**src/hdl/lsh_pkg.sv**
```systemverilog
// shared types and constants for the link status transaction handler
package lsh_pkg;

    // ==========================================================
    // packet kinds handed over by the device core
    // ==========================================================
    localparam int KIND_W = 3;
    typedef enum logic [KIND_W-1:0] {
        KIND_NP_REQ   = 3'h0,
        KIND_POSTED   = 3'h1,
        KIND_CPL      = 3'h2,
        KIND_PM_OFF   = 3'h3,
        KIND_VDM_T0   = 3'h4,
        KIND_VDM_T1   = 3'h5,
        KIND_SLOT_PWR = 3'h6
    } lsh_kind_type;

    // ==========================================================
    // field widths and codes
    // ==========================================================
    localparam int TAG_W       = 8;
    localparam int OUTS_N      = 4;
    localparam int OUTS_IDX_W  = 2;
    localparam int SCALE_W     = 2;
    localparam int VALUE_W     = 8;
    localparam int DATA_W      = SCALE_W + VALUE_W;
    localparam int CPL_ST_W    = 3;
    localparam logic [CPL_ST_W-1:0] CPL_ST_UR = 3'h1;
    localparam logic [OUTS_N-1:0]   OUTS_RST  = 4'h0;

    // ==========================================================
    // carriers
    // ==========================================================
    typedef struct packed {
        logic               valid;
        lsh_kind_type       kind;
        logic [TAG_W-1:0]   tag;
        logic [DATA_W-1:0]  data;
    } lsh_pkt_type;

    typedef struct packed {
        logic                 valid;
        logic [TAG_W-1:0]     tag;
        logic [CPL_ST_W-1:0]  status;
    } lsh_cpl_type;

    typedef struct packed {
        logic               valid;
        logic               acked;
    } lsh_rx_type;

    // ==========================================================
    // link view states
    // ==========================================================
    typedef enum logic [1:0] {
        LINK_DOWN = 2'b01,
        LINK_UP   = 2'b10
    } lsh_link_type;

    localparam lsh_pkt_type PKT_RST = '{valid: 1'b0, kind: KIND_NP_REQ,
                                        tag: 8'h00, data: 10'h000};
    localparam lsh_cpl_type CPL_RST = '{valid: 1'b0, tag: 8'h00,
                                        status: 3'h0};

    // ==========================================================
    // whole state of the handler
    // ==========================================================
    typedef struct packed {
        lsh_link_type       link;
        lsh_pkt_type        tx;
        logic               core_ready;
        logic [OUTS_N-1:0]  outstanding;
        lsh_cpl_type        cpl;
        logic               bridge_ur_err;
        logic               pm_ack;
        logic               spl_pending;
        logic               rx_accept;
        logic               credit_return;
        logic               down_seen;
        logic               port_reset;
        logic               hot_reset;
    } lsh_state_type;

endpackage

```
**src/hdl/lsh_txn_handler.sv**
```systemverilog
// transaction layer reaction to link active and inactive status
`timescale 1ns/1ps

module lsh_txn_handler (
    input  wire logic                          sys_clk,
    input  wire logic                          sys_rst,
    input  wire logic                          link_active_status,
    input  wire logic                          port_is_downstream,
    input  wire logic                          port_is_root,
    input  wire logic                          root_report_en,
    input  wire logic                          slot_cap_init,
    input  wire logic [lsh_pkg::SCALE_W-1:0]   slot_pwr_scale,
    input  wire logic [lsh_pkg::VALUE_W-1:0]   slot_pwr_value,
    input  wire logic                          status_clear,
    input  wire lsh_pkg::lsh_pkt_type          core_req,
    output logic                               core_req_ready,
    output lsh_pkg::lsh_pkt_type               tx_pkt,
    input  wire logic                          tx_ready,
    input  wire lsh_pkg::lsh_cpl_type          rx_cpl,
    input  wire lsh_pkg::lsh_rx_type           rx_pkt,
    output logic                               rx_accept,
    output logic                               credit_return,
    output lsh_pkg::lsh_cpl_type               core_cpl,
    output logic [lsh_pkg::OUTS_N-1:0]         outstanding,
    output logic                               bridge_ur_err,
    output logic                               pm_ack,
    output logic                               link_down_seen,
    output logic                               port_reset,
    output logic                               downstream_hot_reset
);

    // ==========================================================
    // state
    // ==========================================================
    lsh_pkg::lsh_state_type state_reg;
    lsh_pkg::lsh_state_type state_next;

    logic link_up;
    logic link_rise;
    logic link_fall;
    logic report_en;
    logic take_req;

    // level from the link layer on this clock, no synchroniser
    // level status
    assign link_up   = link_active_status;
    assign link_rise = link_up && (state_reg.link == lsh_pkg::LINK_DOWN);
    assign link_fall = !link_up && (state_reg.link == lsh_pkg::LINK_UP);
    assign report_en = !port_is_root || root_report_en;
    assign take_req  = core_req.valid && state_reg.core_ready;

    // ==========================================================
    // next state
    // ==========================================================
    always_comb
    begin
        state_next = state_reg;
        state_next.link = link_up ? lsh_pkg::LINK_UP : lsh_pkg::LINK_DOWN;
        state_next.cpl.valid = 1'b0;
        state_next.bridge_ur_err = 1'b0;
        state_next.pm_ack = 1'b0;
        state_next.port_reset = 1'b0;
        state_next.hot_reset = 1'b0;

        state_next.rx_accept = rx_pkt.valid && (link_up || rx_pkt.acked);
        state_next.credit_return = state_next.rx_accept;

        // completions returning from the link retire their entry
        if (rx_cpl.valid && link_up)
        begin
            state_next.outstanding[rx_cpl.tag[lsh_pkg::OUTS_IDX_W-1:0]] = 1'b0;
        end

        // transmit stage drains only over a live link
        if (state_reg.tx.valid && tx_ready && link_up)
        begin
            state_next.tx.valid = 1'b0;
        end

        if (take_req)
        begin
            if (link_up)
            begin
                state_next.tx = core_req;
                if (core_req.kind == lsh_pkg::KIND_NP_REQ)
                begin
                    state_next.outstanding[core_req.tag[lsh_pkg::OUTS_IDX_W-1:0]] = 1'b1;
                end
            end
            else if (port_is_downstream)
            begin
                unique case (core_req.kind)
                    lsh_pkg::KIND_NP_REQ:
                    begin
                        state_next.cpl.valid = 1'b1;
                        state_next.cpl.tag = core_req.tag;
                        state_next.cpl.status = lsh_pkg::CPL_ST_UR;
                        state_next.bridge_ur_err = report_en;
                    end
                    lsh_pkg::KIND_POSTED:
                    begin
                        state_next.bridge_ur_err = report_en;
                    end
                    lsh_pkg::KIND_PM_OFF:
                    begin
                        state_next.pm_ack = 1'b1;
                    end
                    // type 0 unsupported like any posted
                    lsh_pkg::KIND_VDM_T0:
                    begin
                        state_next.bridge_ur_err = report_en;
                    end
                    default:
                    begin
                        state_next.bridge_ur_err = 1'b0;
                    end
                endcase
            end
        end

        if (link_fall)
        begin
            state_next.tx.valid = 1'b0;
            state_next.spl_pending = 1'b0;
            state_next.down_seen = 1'b1;
            if (port_is_downstream)
            begin
                state_next.outstanding = lsh_pkg::OUTS_RST;
            end
            else
            begin
                state_next.port_reset = 1'b1;
                state_next.outstanding = lsh_pkg::OUTS_RST;
                state_next.hot_reset = 1'b1;
            end
        end
        else if (status_clear)
        begin
            state_next.down_seen = 1'b0;
        end

        if (link_rise && port_is_downstream && slot_cap_init)
        begin
            state_next.spl_pending = 1'b1;
        end

        // slot power message takes the stage ahead of the core
        if (state_reg.spl_pending && !state_next.tx.valid && link_up)
        begin
            state_next.tx.valid = 1'b1;
            state_next.tx.kind = lsh_pkg::KIND_SLOT_PWR;
            state_next.tx.tag = '0;
            state_next.tx.data = {slot_pwr_scale, slot_pwr_value};
            state_next.spl_pending = 1'b0;
        end

        // while down every request is disposed of at once
        state_next.core_ready = !state_next.spl_pending
                                && (!link_up || !state_next.tx.valid);
        if (link_rise && port_is_downstream && slot_cap_init)
        begin
            state_next.core_ready = 1'b0;
        end
    end

    // ==========================================================
    // registers
    // ==========================================================
    always_ff @(posedge sys_clk or posedge sys_rst)
    begin
        if (sys_rst)
        begin
            state_reg.link <= lsh_pkg::LINK_DOWN;
            state_reg.tx <= lsh_pkg::PKT_RST;
            state_reg.core_ready <= 1'b0;
            state_reg.outstanding <= lsh_pkg::OUTS_RST;
            state_reg.cpl <= lsh_pkg::CPL_RST;
            state_reg.bridge_ur_err <= 1'b0;
            state_reg.pm_ack <= 1'b0;
            state_reg.spl_pending <= 1'b0;
            state_reg.rx_accept <= 1'b0;
            state_reg.credit_return <= 1'b0;
            state_reg.down_seen <= 1'b0;
            state_reg.port_reset <= 1'b0;
            state_reg.hot_reset <= 1'b0;
        end
        else
        begin
            state_reg <= state_next;
        end
    end

    // ==========================================================
    // outputs
    // ==========================================================
    assign core_req_ready       = state_reg.core_ready;
    assign tx_pkt               = state_reg.tx;
    assign rx_accept            = state_reg.rx_accept;
    assign credit_return        = state_reg.credit_return;
    assign core_cpl             = state_reg.cpl;
    assign outstanding          = state_reg.outstanding;
    assign bridge_ur_err        = state_reg.bridge_ur_err;
    assign pm_ack               = state_reg.pm_ack;
    assign link_down_seen       = state_reg.down_seen;
    assign port_reset           = state_reg.port_reset;
    assign downstream_hot_reset = state_reg.hot_reset;
endmodule

```
**config.mk**
```make
export PLATFORM = sky130hd
export DESIGN_NAME = lsh_txn_handler
export DESIGN_NICKNAME = d
export VERILOG_FILES = /design/src/hdl/lsh_pkg.sv /design/src/hdl/lsh_txn_handler.sv
export SDC_FILE = /design/constraint.sdc
export NUM_CORES = 1
export LEC_CHECK = 0
export ABC_AREA = 1
export BUFFER_PORTS_ARGS = -buffer_cell sky130_fd_sc_hd__buf_2
export CORE_UTILIZATION = 45
export CTS_CLUSTER_SIZE = 25
export DETAILED_ROUTE_END_ITERATION = 10
export GPL_ROUTABILITY_DRIVEN = 0
export PLACE_DENSITY_LB_ADDON = 0.3
export REMOVE_ABC_BUFFERS = 1
export SYNTH_ARGS = -nofsm -noshare
export SYNTH_HDL_FRONTEND = slang
export SYNTH_SLANG_ARGS = --single-unit
export TNS_END_PERCENT = 50
```
**constraint.sdc**
```tcl
create_clock -name sys_clk -period 1.9 [get_ports sys_clk]
set_input_delay 0.38 -clock sys_clk [delete_from_list [all_inputs] [get_ports sys_clk]]
set_output_delay 0.38 -clock sys_clk [all_outputs]
set_load 0.05 [all_outputs]
```
After elaboration in Yosys (flattened, before gate mapping)

Cells that the tools add are included.

Register bits after elaboration: 46
Input port bits: 55
Output and inout bits: 46
Logic and storage cells: 87

$lt $le $gt $ge: 4
Equality and inequality tests: 5
Multiplexer cells: 28
Bitwise gates (word level): 4
Reductions and logical operators: 29

Operators by type and width:

| kind                 | number |
|---|---|
| $mux W22             | 3 |
| $mux W14             | 2 |
| $mux W18             | 1 |
| $mux W4              | 4 |
| $logic_and A1 B1 Y1  | 14 |
| $mux W1              | 12 |
| $mux W12             | 1 |
| $lt A2 B3 Y1 const B | 2 |
| $mux W2              | 3 |
| $reduce_bool A2 Y1   | 3 |
| $logic_not A1 Y1     | 5 |
| $and A4 B4 Y4        | 1 |
| $demux W1 S2         | 2 |
| $ge A2 B1 Y1 const B | 2 |
| $not A4 Y4           | 1 |
| $or A4 B4 Y4         | 1 |
| $reduce_and A4 Y1    | 1 |
| $eq A3 B1 Y1 const B | 1 |
| $eq A3 B2 Y1 const B | 1 |
| $eq A3 B3 Y1 const B | 1 |
| $logic_not A3 Y1     | 1 |
| $logic_or A1 B1 Y1   | 3 |
| $reduce_or A3 Y1     | 1 |
| $eq A2 B1 Y1 const B | 1 |
| 3 further kinds      | 3 |

Depth between registers and ports, before layout

Depth after elaboration: 14
Depth in mapped cells: 8
Gate-level depth less buffers: 8

Worst setup path after synthesis

OpenSTA, ideal clock, no wires.

Path type: reg-to-reg
Start: register state_reg (netlist bit core_req_ready)
End: register state_reg (netlist bit tx_pkt[6])
Library setup time: 124 ps
Arrival time: 1290 ps
Required time: 1776 ps
Setup slack: 485 ps
Stages on the path, launching flop included: 7
Path buffers: 1
Clock period less this slack: 1415 ps
Cell sequence: dfrtp_1 > nand2_4 > inv_2 > nand2_4 > buf_2 > nand3_1 > nand3_1

Longest elaborated chain between the ends: 8
Elaborated cells on any way between the ends: 10
Those cells by class: 3 x mux; 7 x reduce/logical

RTL lines:

| what                                | RTL line               | RTL |
|---|---|---|
| from (decl)                         | lsh_txn_handler.sv:35  | `lsh_pkg::lsh_state_type state_reg;` |
| from (signal assigned)              | lsh_txn_handler.sv:189 | `state_reg <= state_next;` |
| $logic_and A1 B1 Y1 (*)             | lsh_txn_handler.sv:50  | `assign take_req = core_req.valid && state_reg.core_ready;` |
| $mux W22                            | lsh_txn_handler.sv:80  | `if (take_req)` |
| $mux W1                             | lsh_txn_handler.sv:121 | `if (link_fall)` |
| $logic_not A1 Y1                    | lsh_txn_handler.sv:148 | `if (state_reg.spl_pending && !state_next.tx.valid && link_up)` |
| $logic_and A1 B1 Y1 (2 in a row)    | lsh_txn_handler.sv:148 |  |
| $reduce_bool A2 Y1 (no source line) | --                     |  |
| $reduce_and A2 Y1 (no source line)  | --                     |  |

Mark *: on every way between the ends. The rest lies on a longest branch, timed or not. The select of a mux whose other input is x is not followed.
A chain may end at the register's enable or synchronous reset.

Worst setup path in the final report

Start: register state_reg (netlist bit core_req_ready)
End: register state_reg (netlist bit tx_pkt[20])

The elaborated chain is that of the path after synthesis.

==> flow_summary.ini <==
[detailed_routing]
dr_total_vias = 1671
drc = 0
drt-total-wl_um = 4105
wl_per_cell_um = 11.03
vias_per_cell = 4.492
detailroute.wirelength.met3_um = 290
first_pass_iters = 4
drtIter0Drc = 55
highest_layer = met4
wl_met1_um = 1811
wl_met2_um = 1952
ant_nets = 0

[timing]
clock_skew_ns = 0.005801
hold_viol = 0
rsz0062_at_grt = no
whs_ns = 0.07088
post-route-period-util_pct = 75.38
maxSlewViolCount = 0
fmax_mhz = 698.2
min_period_ns = 1.432
setup_slack_ns = 0.4677
setup_tns_ns = 0
setup_viol = 0

[run_status]
status = finished clean

[worst_setup_path]
critPathLaunchType = flip-flop
crit_required_ns = 2.08
path_cells = nand2_4, inv_2, nand2_4, inv_2, o21ai_0, nand2_1
worstSetupEndpointType = flip-flop
cp_slowest_stage_delay_ns = 0.42
arrival_ns = 1.61
cpMaxStageDelayCell = dfrtp_1
criticalPathCategory = reg2reg
cp_max_fo = 28

[power_and_ir_drop]
power_frac_comb_pct = 43.2
seqPwrFrac_pct = 39.6
power.density_nw_per_um2 = 1280
p_leak_nw = 1.477
power.switching_mw = 1.509
p_int_mw = 1.749
sw_frac_of_total_pct = 46.32
irDropWorstVdd_mv = 0.7052
clkPwrFrac_pct = 17.3

[cells_and_area]
diodes = 0
stdcell_count = 372
drive_above_1_share_pct = 40.66
final_area_um2 = 2546
areaGrowthSynthToFinish_pct = 13.12
nets = 359
largest_reg_flops = 22

[floorplanning]
coreArea_um2 = 4755
die_w_um = 72.73
ioPinCount = 101
start_util_pct = 47.34
num_rows = 25
die_area_um2 = 5289
die_h_um = 72.73

[place]
portBuffers = 89
place_area_um2 = 2464
dp.cells = 364
dp_hpwl_um = 3119
dp_worst_setup_slack_ns = 0.3079

[yosys]
synth_most_common_cell = nand2_1
ys_seq_area_share_pct = 50.08
yosys_warnings = 0
synth_area_um2 = 2251
syn_inst = 250
ys_types = 25
avgSynthCellArea_um2 = 9.004
yosys-top-cells-count = 55 x nand2_1, 44 x dfrtp_1, 41 x buf_4, 35 x nand3_1, 17 x inv_1
synth.top_cell.area_share_pct = 48.92
synth_ff_type = dfrtp_1
yosys.area.top_type = dfrtp_1
synth-seq-cells = 45
ys_top_cells_by_area = dfrtp_1 49%, buf_4 14%, nand2_1 9.2%
synth_edf_count = 0
async_flop_share_pct = 100.0

[global_routing]
grt_pass1_wl_um = 6941
overflow = 0
grt_pass1_vias = 1592
grt_max_degree = 29
grt_use_total_pct = 17.40
antenna_found_initial = 0

[clocking]
cts_buffer_depth = 2
numCtsBuffers = 5
cts_resized = 0
clock-sinks = 45
cts_root_buf = clkbuf_8
clock_latency_ns = 0.29
h-tree-depth = 2
cts.clk_slew.worst_paths_ns = 0.08
cts_setup_buffers = 0
tritoncts = built
cts_hold_buf = 0

[min_path]
hp-class = in2async

[job]
drv_cap = 0
## kinds of logic after synthesis
group / Yosys count / synth area share (%)
AOI/OAI and AO/OA: 26 / 6.893
buffers and inverters: 70 / 19.40
and+or+nand+nor: 108 / 23.46
DFF: 45 / 50.08
other: 1 / 0.1666
## per-stage QoR
step                      total power [mW]  utilization [%]
final                                3.258            53.55
after detailed placement             2.730            51.82
after global routing                 3.435            53.55
after global placement               2.716            51.82
after floorplan                      2.366                -
after CTS                            3.293            53.55
## layer usage
metal / track usage (%) / vias to the layer above
met1: 20.95 / 738
met3: 5.387 / 5
met5: 0 / -
met4: 5.882 / 0
li1: - / 859
met2: 29.60 / 69
## power groups by stage
stage                     logic (mW)  clock network [mW]  registers, mW
after floorplan                0.299                   0           2.07
after global placement          1.41                   0           1.31
after detailed placement        1.42                   0           1.31
after CTS                       1.42               0.578           1.29
after global routing            1.50               0.614           1.32
final                           1.41               0.562           1.29
## worst paths after layout
kind / slack, ns / cells past startpoint / startpoint / endpoint
min in group sys_clk: 0.26 / 2 / status_clear / link_down_seen
worst min register to register: 0.47 / 1 / core_cpl[0] / core_cpl[0]
worst max register to register: 0.47 / 6 / core_req_ready / tx_pkt[20]
worst max-delay path: 0.47 / 6 / core_req_ready / tx_pkt[20]
max in group asynchronous: 1.27 / 3 / sys_rst / core_cpl[8]
worst min-delay path: 0.07 / 2 / sys_rst / tx_pkt[17]
## layout by cell type (no fill, tap or decap), types with 2 or more instances in the layout
cell,instances
buf_2,89
nand2_1,55
dfrtp_1,44
nand3_1,35
inv_1,16
o21ai_1,8
inv_2,7
o21ai_0,7
o21ai_2,6
clkbuf_8,5
nor2_1,4
a21oi_1,4
buf_4,4
nand2_4,3
nand2_2,3
nor2_2,2
conb_1,2
clkinv_2,2
## layout make-up
class                      instances  area (µm²)
clock buffer                       6       72.57
timing repair buffer              93       475.5
multi-input combinational        136       690.7
clock inverter                     2       10.01
sequential                        45        1127
tap                               67       83.83
inverter                          23       86.33
fill                             475        2208
## worst max-delay path, delay by kind of cell (launching register included)
kind	cells	cell delay (ns)
buf+inv	2	0.26
compound gates	1	0.19
flops	1	0.42
simple gates	3	0.44
(Power assumes the default switching activity.)
